$ cat src/pkg/dtcu_pkg.sv
package dtcu_pkg;

	// ------------------------------------------------------------
	// Register indices (byte address is four times the index)
	// ------------------------------------------------------------
	localparam logic [23:0] IDX_CNT1 = 24'hFFFF40;
	localparam logic [23:0] IDX_RCA = 24'hFFFF42;
	localparam logic [23:0] IDX_RCB = 24'hFFFF44;
	localparam logic [23:0] IDX_CNT2 = 24'hFFFF46;
	localparam logic [23:0] IDX_PSC = 24'hFFFF48;
	localparam logic [23:0] IDX_CSEL = 24'hFFFF4A;
	localparam logic [23:0] IDX_CTL = 24'hFFFF4C;
	localparam logic [23:0] IDX_ICTL = 24'hFFFF4E;
	localparam logic [23:0] IDX_ICLR = 24'hFFFF50;

	localparam logic [31:0] ADDR_CNT1 = {6'h00, IDX_CNT1, 2'h0};
	localparam logic [31:0] ADDR_RCA = {6'h00, IDX_RCA, 2'h0};
	localparam logic [31:0] ADDR_RCB = {6'h00, IDX_RCB, 2'h0};
	localparam logic [31:0] ADDR_CNT2 = {6'h00, IDX_CNT2, 2'h0};
	localparam logic [31:0] ADDR_PSC = {6'h00, IDX_PSC, 2'h0};
	localparam logic [31:0] ADDR_CSEL = {6'h00, IDX_CSEL, 2'h0};
	localparam logic [31:0] ADDR_CTL = {6'h00, IDX_CTL, 2'h0};
	localparam logic [31:0] ADDR_ICTL = {6'h00, IDX_ICTL, 2'h0};
	localparam logic [31:0] ADDR_ICLR = {6'h00, IDX_ICLR, 2'h0};

	// ------------------------------------------------------------
	// Field positions
	// ------------------------------------------------------------
	localparam int CTL_POS_ENABLE = 7;
	localparam int CTL_POS_PA_LEVEL = 6;
	localparam int CTL_POS_PB_PRESET = 5;
	localparam int CTL_POS_PA_FUNC = 4;
	localparam int CTL_POS_PB_EDGE = 3;
	localparam int CTL_POS_PA_EDGE = 2;
	localparam int CSEL_POS_C1 = 0;
	localparam int CSEL_POS_C2 = 3;
	localparam int ICTL_POS_PEND = 4;

	// ------------------------------------------------------------
	// Encodings and reset values
	// ------------------------------------------------------------
	localparam logic [1:0] MODE_PWM = 2'h0;
	localparam logic [1:0] MODE_DCAP = 2'h1;
	localparam logic [1:0] MODE_IND = 2'h2;
	localparam logic [1:0] MODE_CAPT = 2'h3;
	localparam logic [2:0] CS_STOP = 3'h0;
	localparam logic [2:0] CS_PRESC = 3'h1;
	localparam logic [2:0] CS_EVENT = 3'h2;
	localparam logic [2:0] CS_ACCUM = 3'h3;
	localparam logic [15:0] PRESET_VAL = 16'hFFFF;
	localparam logic [15:0] RST_COUNT = 16'h0000;
	localparam logic [4:0] RST_PSC = 5'h00;
	localparam logic [5:0] RST_CSEL = 6'h00;
	localparam logic [7:0] RST_CTL = 8'h00;
	localparam logic [3:0] RST_IRQ = 4'h0;

endpackage

$ cat src/logic/dtcu_counter.sv
`timescale 1ns/1ps
module dtcu_counter (
	input wire logic sys_clk_in,
	input wire logic nrst_in,
	input wire logic tick_in,
	input wire logic load_in,
	input wire logic [15:0] load_val_in,
	input wire logic preset_in,
	input wire logic [15:0] reload_val_in,
	output logic [15:0] count_out,
	output logic underflow_out
);
	import dtcu_pkg::*;

	logic [15:0] count_reg;
	logic [15:0] count_next;

	// Software load beats preset, preset beats counting
	assign underflow_out = tick_in & (count_reg == 16'h0000) & ~load_in & ~preset_in;
	assign count_next = load_in ? load_val_in :
		preset_in ? PRESET_VAL :
		underflow_out ? reload_val_in :
		tick_in ? count_reg - 16'h0001 : count_reg;

	always_ff @(posedge sys_clk_in or negedge nrst_in) begin
		if (!nrst_in) begin
			count_reg <= RST_COUNT;
		end else begin
			count_reg <= count_next;
		end
	end

	assign count_out = count_reg;
endmodule

$ cat src/logic/dtcu_sync.sv
`timescale 1ns/1ps
module dtcu_sync (
	input wire logic sys_clk_in,
	input wire logic nrst_in,
	input wire logic async_in,
	output logic level_out,
	output logic rise_out,
	output logic fall_out
);
	logic meta_reg;
	logic sync_reg;
	logic prev_reg;

	// Two-stage synchroniser plus one stage for edge history
	always_ff @(posedge sys_clk_in or negedge nrst_in) begin
		if (!nrst_in) begin
			meta_reg <= 1'b0;
			sync_reg <= 1'b0;
			prev_reg <= 1'b0;
		end else begin
			meta_reg <= async_in;
			sync_reg <= meta_reg;
			prev_reg <= sync_reg;
		end
	end

	// Edges seen only after the second stage
	assign level_out = sync_reg;
	assign rise_out = sync_reg & ~prev_reg;
	assign fall_out = ~sync_reg & prev_reg;
endmodule

$ cat src/logic/dtcu_top.sv
// Added by the designer: the APB register port.
`timescale 1ns/1ps
module dtcu_top (
	input wire logic sys_clk_in,
	input wire logic nrst_in,
	input wire logic psel_in,
	input wire logic penable_in,
	input wire logic pwrite_in,
	input wire logic [31:0] paddr_in,
	input wire logic [31:0] pwdata_in,
	output logic [31:0] prdata_out,
	output logic pready_out,
	output logic pslverr_out,
	input wire logic pin_a_in,
	output logic pin_a_out,
	output logic pin_a_oe_out,
	input wire logic pin_b_in,
	output logic timer_int1_out,
	output logic timer_int2_out
);
	import dtcu_pkg::*;

	// ------------------------------------------------------------
	// Register state
	// ------------------------------------------------------------
	logic [4:0] psc_reg;
	logic [5:0] csel_reg;
	logic [7:0] ctl_reg;
	logic [7:0] ctl_next;
	logic [3:0] ien_reg;
	logic [3:0] pend_reg;
	logic [3:0] pend_next;
	logic [15:0] rca_reg;
	logic [15:0] rca_next;
	logic [15:0] rcb_reg;
	logic [15:0] rcb_next;
	logic [4:0] pcnt_reg;
	logic [4:0] pcnt_next;
	logic sel_b_reg;
	logic sel_b_next;
	logic [31:0] prdata_reg;

	// ------------------------------------------------------------
	// APB decode
	// ------------------------------------------------------------
	wire setup_ph = psel_in & ~penable_in;
	wire access_ph = psel_in & penable_in;
	wire hit_cnt1 = (paddr_in == ADDR_CNT1);
	wire hit_rca = (paddr_in == ADDR_RCA);
	wire hit_rcb = (paddr_in == ADDR_RCB);
	wire hit_cnt2 = (paddr_in == ADDR_CNT2);
	wire hit_psc = (paddr_in == ADDR_PSC);
	wire hit_csel = (paddr_in == ADDR_CSEL);
	wire hit_ctl = (paddr_in == ADDR_CTL);
	wire hit_ictl = (paddr_in == ADDR_ICTL);
	wire hit_iclr = (paddr_in == ADDR_ICLR);
	wire hit_any = hit_cnt1 | hit_rca | hit_rcb | hit_cnt2 | hit_psc | hit_csel |
		hit_ctl | hit_ictl | hit_iclr;
	wire wr_ok = access_ph & pwrite_in;
	wire wr_cnt1 = wr_ok & hit_cnt1;
	wire wr_rca = wr_ok & hit_rca;
	wire wr_rcb = wr_ok & hit_rcb;
	wire wr_cnt2 = wr_ok & hit_cnt2;
	wire wr_psc = wr_ok & hit_psc;
	wire wr_csel = wr_ok & hit_csel;
	wire wr_ctl = wr_ok & hit_ctl;
	wire wr_ictl = wr_ok & hit_ictl;
	wire wr_iclr = wr_ok & hit_iclr;

	// Zero wait states: read data is latched in the setup cycle
	assign pready_out = 1'b1;
	assign pslverr_out = access_ph & ~hit_any;

	// ------------------------------------------------------------
	// Control fields
	// ------------------------------------------------------------
	wire [1:0] mode = ctl_reg[1:0];
	wire run_en = ctl_reg[CTL_POS_ENABLE];
	wire pa_func = ctl_reg[CTL_POS_PA_FUNC];
	wire pb_preset = ctl_reg[CTL_POS_PB_PRESET];
	wire [2:0] c1_sel = csel_reg[CSEL_POS_C1 +: 3];
	wire [2:0] c2_sel = csel_reg[CSEL_POS_C2 +: 3];
	wire is_pwm = (mode == MODE_PWM);
	wire is_dcap = (mode == MODE_DCAP);
	wire is_ind = (mode == MODE_IND);
	wire is_capt = (mode == MODE_CAPT);
	wire cap_mode = is_dcap | is_capt;

	// ------------------------------------------------------------
	// Pin synchronisers and edge selection
	// ------------------------------------------------------------
	logic pa_rise;
	logic pa_fall;
	logic pb_lvl;
	logic pb_rise;
	logic pb_fall;

	// Pin B pulses shorter than a clock may be missed
	dtcu_sync u_sync_a (
		.sys_clk_in(sys_clk_in),
		.nrst_in(nrst_in),
		.async_in(pin_a_in),
		.level_out(),
		.rise_out(pa_rise),
		.fall_out(pa_fall)
	);
	dtcu_sync u_sync_b (
		.sys_clk_in(sys_clk_in),
		.nrst_in(nrst_in),
		.async_in(pin_b_in),
		.level_out(pb_lvl),
		.rise_out(pb_rise),
		.fall_out(pb_fall)
	);

	// Edge bit high selects rising, low selects falling
	wire pa_edge = ctl_reg[CTL_POS_PA_EDGE] ? pa_rise : pa_fall;
	wire pb_edge = ctl_reg[CTL_POS_PB_EDGE] ? pb_rise : pb_fall;
	wire pb_acc = ctl_reg[CTL_POS_PB_EDGE] ? pb_lvl : ~pb_lvl;

	// ------------------------------------------------------------
	// Prescaler
	// ------------------------------------------------------------
	wire psc_tick = run_en & (pcnt_reg == psc_reg);
	assign pcnt_next = (!run_en || psc_tick) ? 5'h00 : pcnt_reg + 5'h01;

	// Clock pick; pin B sources are refused in capture modes
	function automatic logic clk_pick(input logic [2:0] sel, input logic cap,
		input logic tick, input logic edge_ev, input logic acc);
		clk_pick = (sel == CS_PRESC && tick) ||
			(!cap && sel == CS_EVENT && edge_ev) ||
			(!cap && sel == CS_ACCUM && tick && acc);
	endfunction

	// Zero code never ticks, so the counter holds
	wire c1_tick = run_en & clk_pick(c1_sel, cap_mode, psc_tick, pb_edge, pb_acc);
	wire c2_tick = run_en & clk_pick(c2_sel, cap_mode, psc_tick, pb_edge, pb_acc);

	// ------------------------------------------------------------
	// Captures and presets
	// ------------------------------------------------------------
	wire cap_a1 = run_en & is_dcap & pa_edge;
	wire cap_b1 = run_en & is_dcap & pb_edge;
	wire cap_b2 = run_en & is_capt & pb_edge;
	wire c1_preset = (cap_a1 & pa_func) | (cap_b1 & pb_preset);
	wire c2_preset = cap_b2 & pb_preset;

	// ------------------------------------------------------------
	// Counters
	// ------------------------------------------------------------
	logic [15:0] c1_cnt;
	logic [15:0] c2_cnt;
	logic c1_uf;
	logic c2_uf;

	// PWM alternates reload sources; capture counters run free
	wire [15:0] c1_reload = is_dcap ? PRESET_VAL : (is_pwm && sel_b_reg) ? rcb_reg : rca_reg;
	wire [15:0] c2_reload = is_capt ? PRESET_VAL : rcb_reg;

	dtcu_counter u_cnt1 (
		.sys_clk_in(sys_clk_in),
		.nrst_in(nrst_in),
		.tick_in(c1_tick),
		.load_in(wr_cnt1),
		.load_val_in(pwdata_in[15:0]),
		.preset_in(c1_preset),
		.reload_val_in(c1_reload),
		.count_out(c1_cnt),
		.underflow_out(c1_uf)
	);
	dtcu_counter u_cnt2 (
		.sys_clk_in(sys_clk_in),
		.nrst_in(nrst_in),
		.tick_in(c2_tick),
		.load_in(wr_cnt2),
		.load_val_in(pwdata_in[15:0]),
		.preset_in(c2_preset),
		.reload_val_in(c2_reload),
		.count_out(c2_cnt),
		.underflow_out(c2_uf)
	);

	// PWM reload alternation restarts from the first register
	assign sel_b_next = (!is_pwm || c1_sel == CS_STOP) ? 1'b0 : c1_uf ? ~sel_b_reg : sel_b_reg;

	// Captured value wins over a software write in the same cycle
	assign rca_next = cap_a1 ? c1_cnt : wr_rca ? pwdata_in[15:0] : rca_reg;
	assign rcb_next = cap_b1 ? c1_cnt : cap_b2 ? c2_cnt : wr_rcb ? pwdata_in[15:0] : rcb_reg;

	// ------------------------------------------------------------
	// Pin A output
	// ------------------------------------------------------------
	wire pa_toggle = c1_uf & pa_func & ~is_dcap;
	wire pa_rise_tog = pa_toggle & ~ctl_reg[CTL_POS_PA_LEVEL];
	logic [7:0] ctl_tog;

	// Level bit is the pin; software may preset it before starting
	always_comb begin
		ctl_tog = ctl_reg;
		ctl_tog[CTL_POS_PA_LEVEL] = ~ctl_reg[CTL_POS_PA_LEVEL];
	end
	assign ctl_next = wr_ctl ? pwdata_in[7:0] : pa_toggle ? ctl_tog : ctl_reg;
	assign pin_a_out = ctl_reg[CTL_POS_PA_LEVEL];
	assign pin_a_oe_out = ~is_dcap;

	// ------------------------------------------------------------
	// Pending flags and interrupts
	// ------------------------------------------------------------
	wire set_a = is_dcap ? cap_a1 : is_pwm ? (c1_uf & ~sel_b_reg) : c1_uf;
	wire set_b = is_dcap ? cap_b1 : is_capt ? cap_b2 : is_pwm ? (c1_uf & sel_b_reg) : 1'b0;
	wire set_c = is_dcap ? c1_uf : is_pwm ? 1'b0 : pa_rise_tog;
	wire set_d = c2_uf;
	wire [3:0] set_vec = {set_d, set_c, set_b, set_a};
	wire [3:0] clr_vec = wr_iclr ? pwdata_in[ICTL_POS_PEND +: 4] : 4'h0;

	// Set wins over clear so no event is lost
	assign pend_next = (pend_reg & ~clr_vec) | set_vec;
	wire [3:0] req_vec = pend_reg & ien_reg;
	assign timer_int1_out = |req_vec[2:0];
	assign timer_int2_out = req_vec[3];

	// ------------------------------------------------------------
	// Read mux
	// ------------------------------------------------------------
	wire [31:0] rd_data = hit_cnt1 ? {16'h0000, c1_cnt} :
		hit_rca ? {16'h0000, rca_reg} :
		hit_rcb ? {16'h0000, rcb_reg} :
		hit_cnt2 ? {16'h0000, c2_cnt} :
		hit_psc ? {27'h0000000, psc_reg} :
		hit_csel ? {26'h0000000, csel_reg} :
		hit_ctl ? {24'h000000, ctl_reg} :
		hit_ictl ? {24'h000000, pend_reg, ien_reg} : 32'h00000000;
	assign prdata_out = prdata_reg;

	// ------------------------------------------------------------
	// Register updates
	// ------------------------------------------------------------
	always_ff @(posedge sys_clk_in or negedge nrst_in) begin
		if (!nrst_in) begin
			psc_reg <= RST_PSC;
			csel_reg <= RST_CSEL;
			ien_reg <= RST_IRQ;
			prdata_reg <= 32'h00000000;
		end else begin
			if (wr_psc) begin
				psc_reg <= pwdata_in[4:0];
			end
			if (wr_csel) begin
				csel_reg <= pwdata_in[5:0];
			end
			if (wr_ictl) begin
				ien_reg <= pwdata_in[3:0];
			end
			if (setup_ph && !pwrite_in) begin
				prdata_reg <= rd_data;
			end
		end
	end

	// Block state
	always_ff @(posedge sys_clk_in or negedge nrst_in) begin
		if (!nrst_in) begin
			ctl_reg <= RST_CTL;
			pend_reg <= RST_IRQ;
			rca_reg <= RST_COUNT;
			rcb_reg <= RST_COUNT;
			pcnt_reg <= RST_PSC;
			sel_b_reg <= 1'b0;
		end else begin
			ctl_reg <= ctl_next;
			pend_reg <= pend_next;
			rca_reg <= rca_next;
			rcb_reg <= rcb_next;
			pcnt_reg <= pcnt_next;
			sel_b_reg <= sel_b_next;
		end
	end
endmodule

$ cat config.mk
export PLATFORM = sky130hd
export DESIGN_NAME = dtcu_top
export DESIGN_NICKNAME = d
export VERILOG_FILES = /design/src/pkg/dtcu_pkg.sv /design/src/logic/dtcu_counter.sv /design/src/logic/dtcu_sync.sv /design/src/logic/dtcu_top.sv
export SDC_FILE = /design/constraint.sdc
export NUM_CORES = 1
export LEC_CHECK = 0
export BUFFER_PORTS_ARGS = -buffer_cell sky130_fd_sc_hd__buf_2
export CORE_MARGIN = 2
export CORE_UTILIZATION = 40
export CTS_CLUSTER_SIZE = 10
export DETAILED_ROUTE_END_ITERATION = 10
export GPL_ROUTABILITY_DRIVEN = 1
export GPL_TIMING_DRIVEN = 0
export PLACE_DENSITY = 0.71
export REMOVE_ABC_BUFFERS = 1
export SETUP_SLACK_MARGIN = 0.05
export SLEW_MARGIN = 20
export SYNTH_ARGS = -nofsm -noshare
export SYNTH_HDL_FRONTEND = slang
export SYNTH_SLANG_ARGS = --single-unit
$ cat constraint.sdc
create_clock -name sys_clk_in -period 5.98 [get_ports sys_clk_in]
set_clock_uncertainty 0.2 [all_clocks]
set_input_delay 0.598 -clock sys_clk_in [delete_from_list [all_inputs] [get_ports sys_clk_in]]
set_output_delay 0.598 -clock sys_clk_in [all_outputs]
set_load 0.05 [all_outputs]
==> flow_metrics.tcl, run 1 <==
set metrics [dict create \
    outcome "finished, final reports clean" \
    io_pins 109 \
    grt_overflow 0 \
    synth_top_family_by_area "simple AND/OR/NAND/NOR gates" \
    diodes 0 \
    wl_per_cell_um 20.8 \
    rsz0062_at_grt "no" \
    yosysSeqAreaShare 0.387 \
    rr_worst_depth 9 \
    numPortBuffers 75 \
    die_area_sq_um 20400 \
    drc 0 \
    powerDensity_nw_per_um2 225 \
    maxCapViolCount 0 \
    synth_area_per_cell_sq_um 9.15 \
    hpwl_um 16000 \
    path_max_fanout 12 \
    synth_compound_area_frac 0.163 \
    synth_top_cell_area_share 0.387 \
    min_period_ps 4140 \
    synth_cell_types 68 \
    regArea_sq_um 2980 \
    vias_per_cell 6.13 \
    cp-start-kind "flop" \
    multiInputGateArea_sq_um 4440 \
    crit_start "u_cnt1.count_out[0]$_DFFE_PN0P_" \
    synth_edf_count 0 \
    syn_to_final_growth_pct 15.5 \
    worst_pin_slew_ps 1150 \
    grt_pass1_vias 6555 \
    rows 50 \
    clkLatencyLatePin_ps 430 \
    maxSlewHeadroom 0.231 \
    post_cts_buffers 0 \
    ys_ff_latch 119 \
    setup_tns_ps 0 \
    nFillCells 1757 \
    firstDrtPassIters 7 \
    fin_nets 960 \
    drive_gt1_frac 0.200 \
    synth_mux_area_frac 0.158 \
    placeableCoreArea_sq_um 18800 \
    synth_area_leaders "dfrtp_1, mux2i_1, mux2_2" \
    r2r_end "u_cnt1.count_out[0]$_DFFE_PN0P_" \
    layout_commonest_cell "dfrtp_1" \
    grt_usage 0.235 \
    grt_max_degree 61 \
    drv_slew 0 \
    die_w_um 143 \
    start_util 0.410 \
    cts_buffers 17 \
    hold_start "pin_a_in" \
    wl_um 23600 \
    layout_common_cells "dfrtp_1, nand2_1, buf_2" \
    synthAdderAreaFrac 0.00488 \
    post_dp_cell_area_sq_um 8260 \
    detail-route-antenna-nets 0 \
    gp_congestion 0.935 \
    post-place-cells 1099 \
    synth_top_cell_by_area "dfrtp_1" \
    syn_area_sq_um 7700 \
    async_flop_share 1.00 \
    peakVddDrop_mv 0.110 \
    clockRootBuffer "clkbuf_16" \
    critPathKind "flop to flop" \
    synthFlopType "dfrtp_1" \
    first_iter_violations 941 \
    end_kind "flop" \
    finalCritPeriodShare 0.693 \
    r2r_setup_slack_ps 1840 \
    cts_tree "built" \
    antenna_found_initial 1 \
    cp.required_ps 6130 \
    arrival_ps 4290 \
    synth_cells 841 \
    num_vias 6948 \
    synth-simple-area-share 0.202 \
    clockBufferDepth 2 \
    p_total_w 0.00200 \
    h-tree-depth 4 \
    grt_pass1_wl_um 36600 \
    hold_viol 0 \
    setup-violations-final 0 \
    fmax_mhz 241 \
    cellLeakagePower_nw 3.56 \
    yosys_warnings 0 \
    die_h_um 143 \
    cts_sinks 119 \
    min_to "u_sync_a.meta_reg$_DFF_PN0_" \
    reg2reg_from "u_cnt1.count_out[0]$_DFFE_PN0P_" \
    fin_area_sq_um 8890 \
    clk_pin_slew_ps 50 \
    hp-class "input pin to flop" \
    synth-xor-area-share 0.0330 \
    min_path_cells 1 \
    stdcell_count 1133 \
]
[worst max-delay path, stage by stage, from the launching register on]
cell,delay (ps)
dfrtp_1,470
inv_1,100
ha_1,200
nand2b_1,110
or4_1,490
or3_1,450
a21oi_1,910
nand2_1,510
a221o_1,460
a31oi_1,160
[report_power, final]
group / internal (W) / switching [W]
combinational: 0.0000374 / 0.0000949
sequential: 0.000809 / 0.00000142
clock: 0.000682 / 0.000376
[layer usage]
| metal | GRT usage | share of wire |
|---|---|---|
| met1 | 0.307 | 0.42 |
| met2 | 0.372 | 0.46 |
| met3 | 0.0476 | 0.087 |
| met4 | 0.117 | 0.034 |
| met5 | 0 | 0.00047 |
[metrics by stage]
| stage | util | setup slack, ps | hold slack [ps] |
|---|---|---|---|
| 2_1_floorplan | - | 2400 | 102 |
| 3_3_place_gp | 0.430 | 570 | 136 |
| 3_5_place_dp | 0.440 | 1560 | 136 |
| 4_1_cts | 0.472 | 1970 | 68.8 |
| 5_1_grt | 0.474 | 1730 | 73.5 |
| 6_report | 0.474 | 1840 | 78.8 |
[cell type report]
cell class	instances	share of cell area
timing repair buffer	84	0.0614
sequential	119	0.335
clock inverter	10	0.0141
inverter	10	0.00422
clock buffer	22	0.0533
tap	234	0.0329
multi-input combinational	654	0.499
[cell usage after synthesis, drive strengths merged (5+ instances only)]
master	count
dfrtp	119
nand2	105
o21ai	94
nor2	57
mux2i	51
mux2	43
clkbuf	42
buf	31
a21oi	30
nor3	20
xor2	19
nand3	17
nor4	17
o31ai	16
and3	15
mux4	10
nand2b	10
xnor2	10
inv	9
nand4	9
a211oi	8
and2	8
o21bai	8
or3	7
a31oi	6
a221oi	5
a22oi	5
nor2b	5
[logic make-up (layout without fill, tap and decap cells)]
kind of cell             after synthesis  in the layout
AO/OA/AOI/OAI                        202            202
buffers and inverters                 83            126
other                                  2             17
AND/OR/NAND/NOR                      299            299
multiplexers                         104            104
XOR/XNOR                              29             29
adder cells (fa/ha/maj)                3              3
flip-flops                           119            119
[how the worst max path moves through the flow]
stage,to,slack [ps],cells after the start
2_1_floorplan,u_cnt1.count_out[14]$_DFFE_PN0P_,2400,5
3_3_place_gp,rca_reg[15]$_DFFE_PN0P_,570,5
3_5_place_dp,rcb_reg[10]$_DFFE_PN0P_,1560,6
4_1_cts,rcb_reg[10]$_DFFE_PN0P_,1970,6
5_1_grt,u_cnt1.count_out[0]$_DFFE_PN0P_,1730,9
6_report,u_cnt1.count_out[0]$_DFFE_PN0P_,1840,9
[what timing repair did]
action | 4_1_cts | 5_1_grt
hold buffers | 1 | 0
gates resized for setup | 0 | 0
endpoints found under the hold margin | 59 | 0
Power figures use the tool's default switching activity.
==> run 2, diff against run 1 <==
- clock period: 5.98 -> 4 ns (I/O delays scaled with it)
==> run 2 against run 1 <==
  * Setup slack lost 1500 ps
  * Critical path type unchanged
  * Sequential share of layout area shrank 0.089 points
  * Sequential power grew 49%
  * Utilization grew 0.13 points
  * Die area is the same
  * Via count grew 0.92%
  * Critical endpoint unchanged
  * Design area grew 0.27%
==> flow_metrics.tcl, run 2 (synthesized netlist as in run 1, its figures left out) <==
set metrics [dict create \
    outcome "finished, final reports clean" \
    firstDrtPassIters 6 \
    powerDensity_nw_per_um2 336 \
    wl_um 23600 \
    multiInputGateArea_sq_um 4440 \
    detail-route-antenna-nets 0 \
    min_to "ctl_reg[6]$_DFFE_PN0P_" \
    clk_pin_slew_ps 60 \
    r2r_setup_slack_ps 310 \
    end_kind "flop" \
    path_max_fanout 12 \
    timing.hold.ws_ps 57.8 \
    maxCapViolCount 0 \
    layout_commonest_cell "dfrtp_1" \
    cp-start-kind "flop" \
    h-tree-depth 4 \
    numPortBuffers 75 \
    hp-class "input pin to flop" \
    antenna_found_initial 1 \
    hold_viol 0 \
    setup-violations-final 0 \
    layout_common_cells "dfrtp_1, nand2_1, buf_2" \
    cellLeakagePower_nw 3.57 \
    setup_tns_ps 0 \
    critPathKind "flop to flop" \
    io_pins 109 \
    fin_util 0.475 \
    grt_pass1_vias 6564 \
    hpwl_um 16000 \
    rr_worst_depth 9 \
    post_cts_buffers 0 \
    drive_gt1_frac 0.201 \
    start_util 0.410 \
    regArea_sq_um 2980 \
    min_path_cells 3 \
    preCtsSetupSlack_ps -217 \
    nFillCells 1754 \
    grt_usage 0.236 \
    grt_max_degree 61 \
    cp.required_ps 4150 \
    fmax_mhz 271 \
    drc 0 \
    first_iter_violations 962 \
    cts_sinks 119 \
    die_h_um 143 \
    gp_congestion 0.935 \
    arrival_ps 3840 \
    num_vias 7012 \
    worst_pin_slew_ps 1030 \
    placeableCoreArea_sq_um 18800 \
    hold_start "pwdata_in[6]" \
    setup_ws_ps 309 \
    r2r_end "u_cnt1.count_out[0]$_DFFE_PN0P_" \
    die_area_sq_um 20400 \
    diodes 0 \
    cts_tree "built" \
    wl_per_cell_um 20.8 \
    vias_per_cell 6.18 \
    drv_slew 0 \
    clkLatencyLatePin_ps 430 \
    grt_pass1_wl_um 36600 \
    grt_overflow 0 \
    clockBufferDepth 2 \
    die_w_um 143 \
    rsz0062_at_grt "no" \
    peakVddDrop_mv 0.164 \
    p_total_w 0.00299 \
    syn_to_final_growth_pct 15.8 \
    min_period_ps 3690 \
    finalCritPeriodShare 0.923 \
    rows 50 \
    clockRootBuffer "clkbuf_16" \
    crit_start "u_cnt1.count_out[0]$_DFFE_PN0P_" \
    fin_nets 962 \
    maxSlewHeadroom 0.310 \
    cts_buffers 17 \
    reg2reg_from "u_cnt1.count_out[0]$_DFFE_PN0P_" \
]
-- run 2: changes by cell type in the layout (fill, tap and decap cells not counted) --
cell / previous run / this run
a21oi_1: 27 / 26
a21oi_2: 0 / 1
dlygate4sd3_1: 1 / 3
-- run 2: per-stage QoR --
stage	area, sq um	instances
finish	8910	1135
global route	8910	1135
CTS	8890	1134
detailed placement	8260	1099
global placement	8060	1092
floorplan	7390	783
-- run 2: final cells by class --
cell class / count / area share
multi-input cells: 654 / 0.498
clock buffers: 22 / 0.0532
repair buffers: 86 / 0.0634
clock inverters: 10 / 0.0140
well taps: 234 / 0.0328
flip-flops and latches: 119 / 0.334
inverters: 10 / 0.00421
-- run 2: what timing repair did --
action / in CTS / in global routing
endpoints found under the hold margin: 61 / 0
setup endpoints to repair: 2 / 0
gates resized for setup: 1 / 0
hold buffers: 3 / 0
-- run 2: power by group --
part           total (W)  switching, W  internal (W)
clock network    0.00158      0.000564       0.00102
registers        0.00121    0.00000212       0.00121
logic           0.000199      0.000142     0.0000571
-- run 2: how the worst max path moves through the flow --
stage	end	depth (start not counted)
finish	u_cnt1.count_out[0]$_DFFE_PN0P_	9
global route	u_cnt1.count_out[10]$_DFFE_PN0P_	8
CTS	rcb_reg[10]$_DFFE_PN0P_	6
detailed placement	rcb_reg[10]$_DFFE_PN0P_	6
global placement	rca_reg[15]$_DFFE_PN0P_	5
floorplan	u_cnt1.count_out[14]$_DFFE_PN0P_	5
-- run 2: critical path, cell delays in order (launching register included) --
cell and delay (ps):
dfrtp_1 470, inv_1 100, ha_1 210, nand2b_1 110
or4_1 490, or3_1 460, a21oi_2 550, nand2_1 410
a221o_1 440, a31oi_1 160
-- run 2: metal layers --
metal	up-vias	GRT usage	wire, um
li1	3133	-	-
met1	3417	0.309	9840
met2	378	0.372	10800
met3	82	0.0476	2030
met4	2	0.118	928
met5	-	0	11
==> run 3, diff against run 2 <==
- ABC_AREA: not set -> 1
==> run 3 against run 2 <==
  * Critical path depth shrank 1
  * Power grew 0.35%
  * Sequential share of layout area decreased by 1.3 points
  * Design area is 4.0% higher
  * Hold slack better by 51 ps
  * Fmax up 3.9%
  * First-iteration DRC count grew 12%
  * Routed wire length grew 9.1%
  * Via count is 17% higher
  * Synthesized cell count increased by 38%
==> flow_metrics.tcl, run 3 <==
set metrics [dict create \
    io_pins 109 \
    grt_max_degree 79 \
    powerDensity_nw_per_um2 324 \
    numPortBuffers 75 \
    setup_ws_ps 447 \
    cts.repair.resized 0 \
    synth_area_per_cell_sq_um 7.02 \
    hold_viol 0 \
    finalCritPeriodShare 0.888 \
    clockRootBuffer "clkbuf_16" \
    nFillCells 2007 \
    cts_sinks 119 \
    worst_pin_slew_ps 1080 \
    hp-class "input pin to flop" \
    antenna_found_initial 0 \
    grt_usage 0.241 \
    rows 52 \
    maxSlewHeadroom 0.278 \
    stdcell_count 1494 \
    synth_cell_types 44 \
    peakVddDrop_mv 0.247 \
    die_w_um 147 \
    syn_area_sq_um 8140 \
    first_iter_violations 1074 \
    synth_edf_count 0 \
    yosysSeqAreaShare 0.366 \
    cp-start-kind "input pin" \
    regArea_sq_um 2980 \
    layout_common_cells "nand2_1, dfrtp_1, inv_1" \
    synth_top_cell_area_share 0.366 \
    cts_buffers 17 \
    cellLeakagePower_nw 4.49 \
    drc 0 \
    multiInputGateArea_sq_um 4400 \
    ys_ff_latch 119 \
    grt_pass1_vias 7572 \
    clk_pin_slew_ps 60 \
    setup_tns_ps 0 \
    min_period_ps 3550 \
    hpwl_um 18400 \
    syn_to_final_growth_pct 13.9 \
    async_flop_share 1.00 \
    wl_per_cell_um 17.2 \
    grt_pass1_wl_um 40900 \
    end_kind "flop" \
    cp.required_ps 4110 \
    vias_per_cell 5.49 \
    outcome "finished, final reports clean" \
    drive_gt1_frac 0.138 \
    fin_util 0.461 \
    h-tree-depth 4 \
    synthFlopType "dfrtp_1" \
    maxCapViolCount 0 \
    num_vias 8204 \
    fmax_mhz 281 \
    drv_slew 0 \
    synth_top_cell_by_area "dfrtp_1" \
    yosysMostFrequentCell "nand2_1" \
    grt_overflow 0 \
    setup-violations-final 0 \
    yosys_warnings 0 \
    diodes 0 \
    die_h_um 147 \
    clkLatencyLatePin_ps 430 \
    rsz0062_at_grt "no" \
    detail-route-antenna-nets 0 \
    critPathKind "input pin to flop" \
    synth_area_leaders "dfrtp_1, nand2_1, nand3_1" \
    wl_um 25800 \
    preCtsSetupSlack_ps -207 \
    path_max_fanout 31 \
    firstDrtPassIters 6 \
    placeableCoreArea_sq_um 20100 \
    cts_tree "built" \
    clockBufferDepth 2 \
    gp_congestion 0.931 \
    die_area_sq_um 21500 \
    post-place-cells 1459 \
    synth_common_cells "nand2_1, dfrtp_1, inv_1, nor2_1, nand3_1" \
    fin_nets 1285 \
    layout_commonest_cell "nand2_1" \
    synth_cells 1160 \
    arrival_ps 3660 \
    start_util 0.405 \
]
[run 3: cell types whose count changed in the layout (fill, tap and decap cells not counted), moves of 15 or more]
cell and change:
nand2_1 +189, inv_1 +101, nand3_1 +66, mux2i_1 -51
o211ai_1 +43, a21oi_1 +42, nor2_1 +37, mux2_2 -36
nand4_1 +22, o21ai_1 +17, and3_1 -15, inv_2 +15
o31ai_1 -15
[run 3: metal layers]
layer / GRT usage / vias up / routed length (um)
met5: 0 / - / 0
met4: 0.103 / 0 / 901
li1: - / 3926 / -
met2: 0.362 / 402 / 11200
met1: 0.342 / 3822 / 11400
met3: 0.0428 / 54 / 2220
[run 3: power by group]
part,switching (W),internal [W]
registers,0.00000201,0.00121
logic,0.000126,0.0000419
clock network,0.000570,0.00106
total,0.000698,0.00231
[run 3: kinds of logic after synthesis]
family / synth area share
buffers and inverters: 0.102
DFF: 0.366
and+or+nand+nor: 0.321
AOI/OAI and AO/OA: 0.174
muxes: 0.00138
adders and majority gates: 0.00461
xor gates and xnor gates: 0.0301
other: 0.000923
[run 3: per-stage QoR]
stage | total power, W | hold WS, ps | instance area (sq um)
finish | 0.00301 | 109 | 9270
global route | 0.00307 | 140 | 9270
CTS | 0.00301 | 116 | 9260
detailed placement | 0.00140 | 139 | 8610
global placement | 0.00139 | 134 | 8560
floorplan | 0.00131 | -95.6 | 7850
[run 3: final cells by class]
| type | count | share of cell area |
|---|---|---|
| Clock inverter | 8 | 0.0127 |
| Inverter | 128 | 0.0521 |
| Timing Repair Buffer | 80 | 0.0482 |
| Tap cell | 270 | 0.0365 |
| Multi-Input combinational cell | 865 | 0.475 |
| Sequential cell | 119 | 0.321 |
| Clock buffer | 24 | 0.0541 |
[run 3: final timing paths]
| check | from | end | slack (ps) | cells after the start |
|---|---|---|---|---|
| max | paddr_in[31] | rca_reg[4]$_DFFE_PN0P_ | 450 | 8 |
| min | pwrite_in | prdata_out[1]$_DFFE_PN0P_ | 110 | 4 |
| max reg2reg | ctl_reg[0]$_DFFE_PN0P_ | rca_reg[4]$_DFFE_PN0P_ | 900 | 5 |
| min reg2reg | u_sync_a.meta_reg$_DFF_PN0_ | u_sync_a.level_out$_DFF_PN0_ | 150 | 0 |
| max in group asynchronous | nrst_in | ctl_reg[2]$_DFFE_PN0P_ | 2570 | 3 |
| min in group asynchronous | nrst_in | u_cnt2.count_out[10]$_DFFE_PN0P_ | 260 | 2 |
[run 3: critical path, stage by stage]
cell and delay [ps]:
buf_2 100, nor2_1 110, nand4_1 140, nor3_4 640
nor3b_4 870, nand2_1 130, nand2_1 830, mux2_2 420
[run 3: repair_timing]
action | 4_1_cts | 5_1_grt
buffers inserted | 0 | 0
hold buffers | 3 | 0
endpoints found under the hold margin | 43 | 0
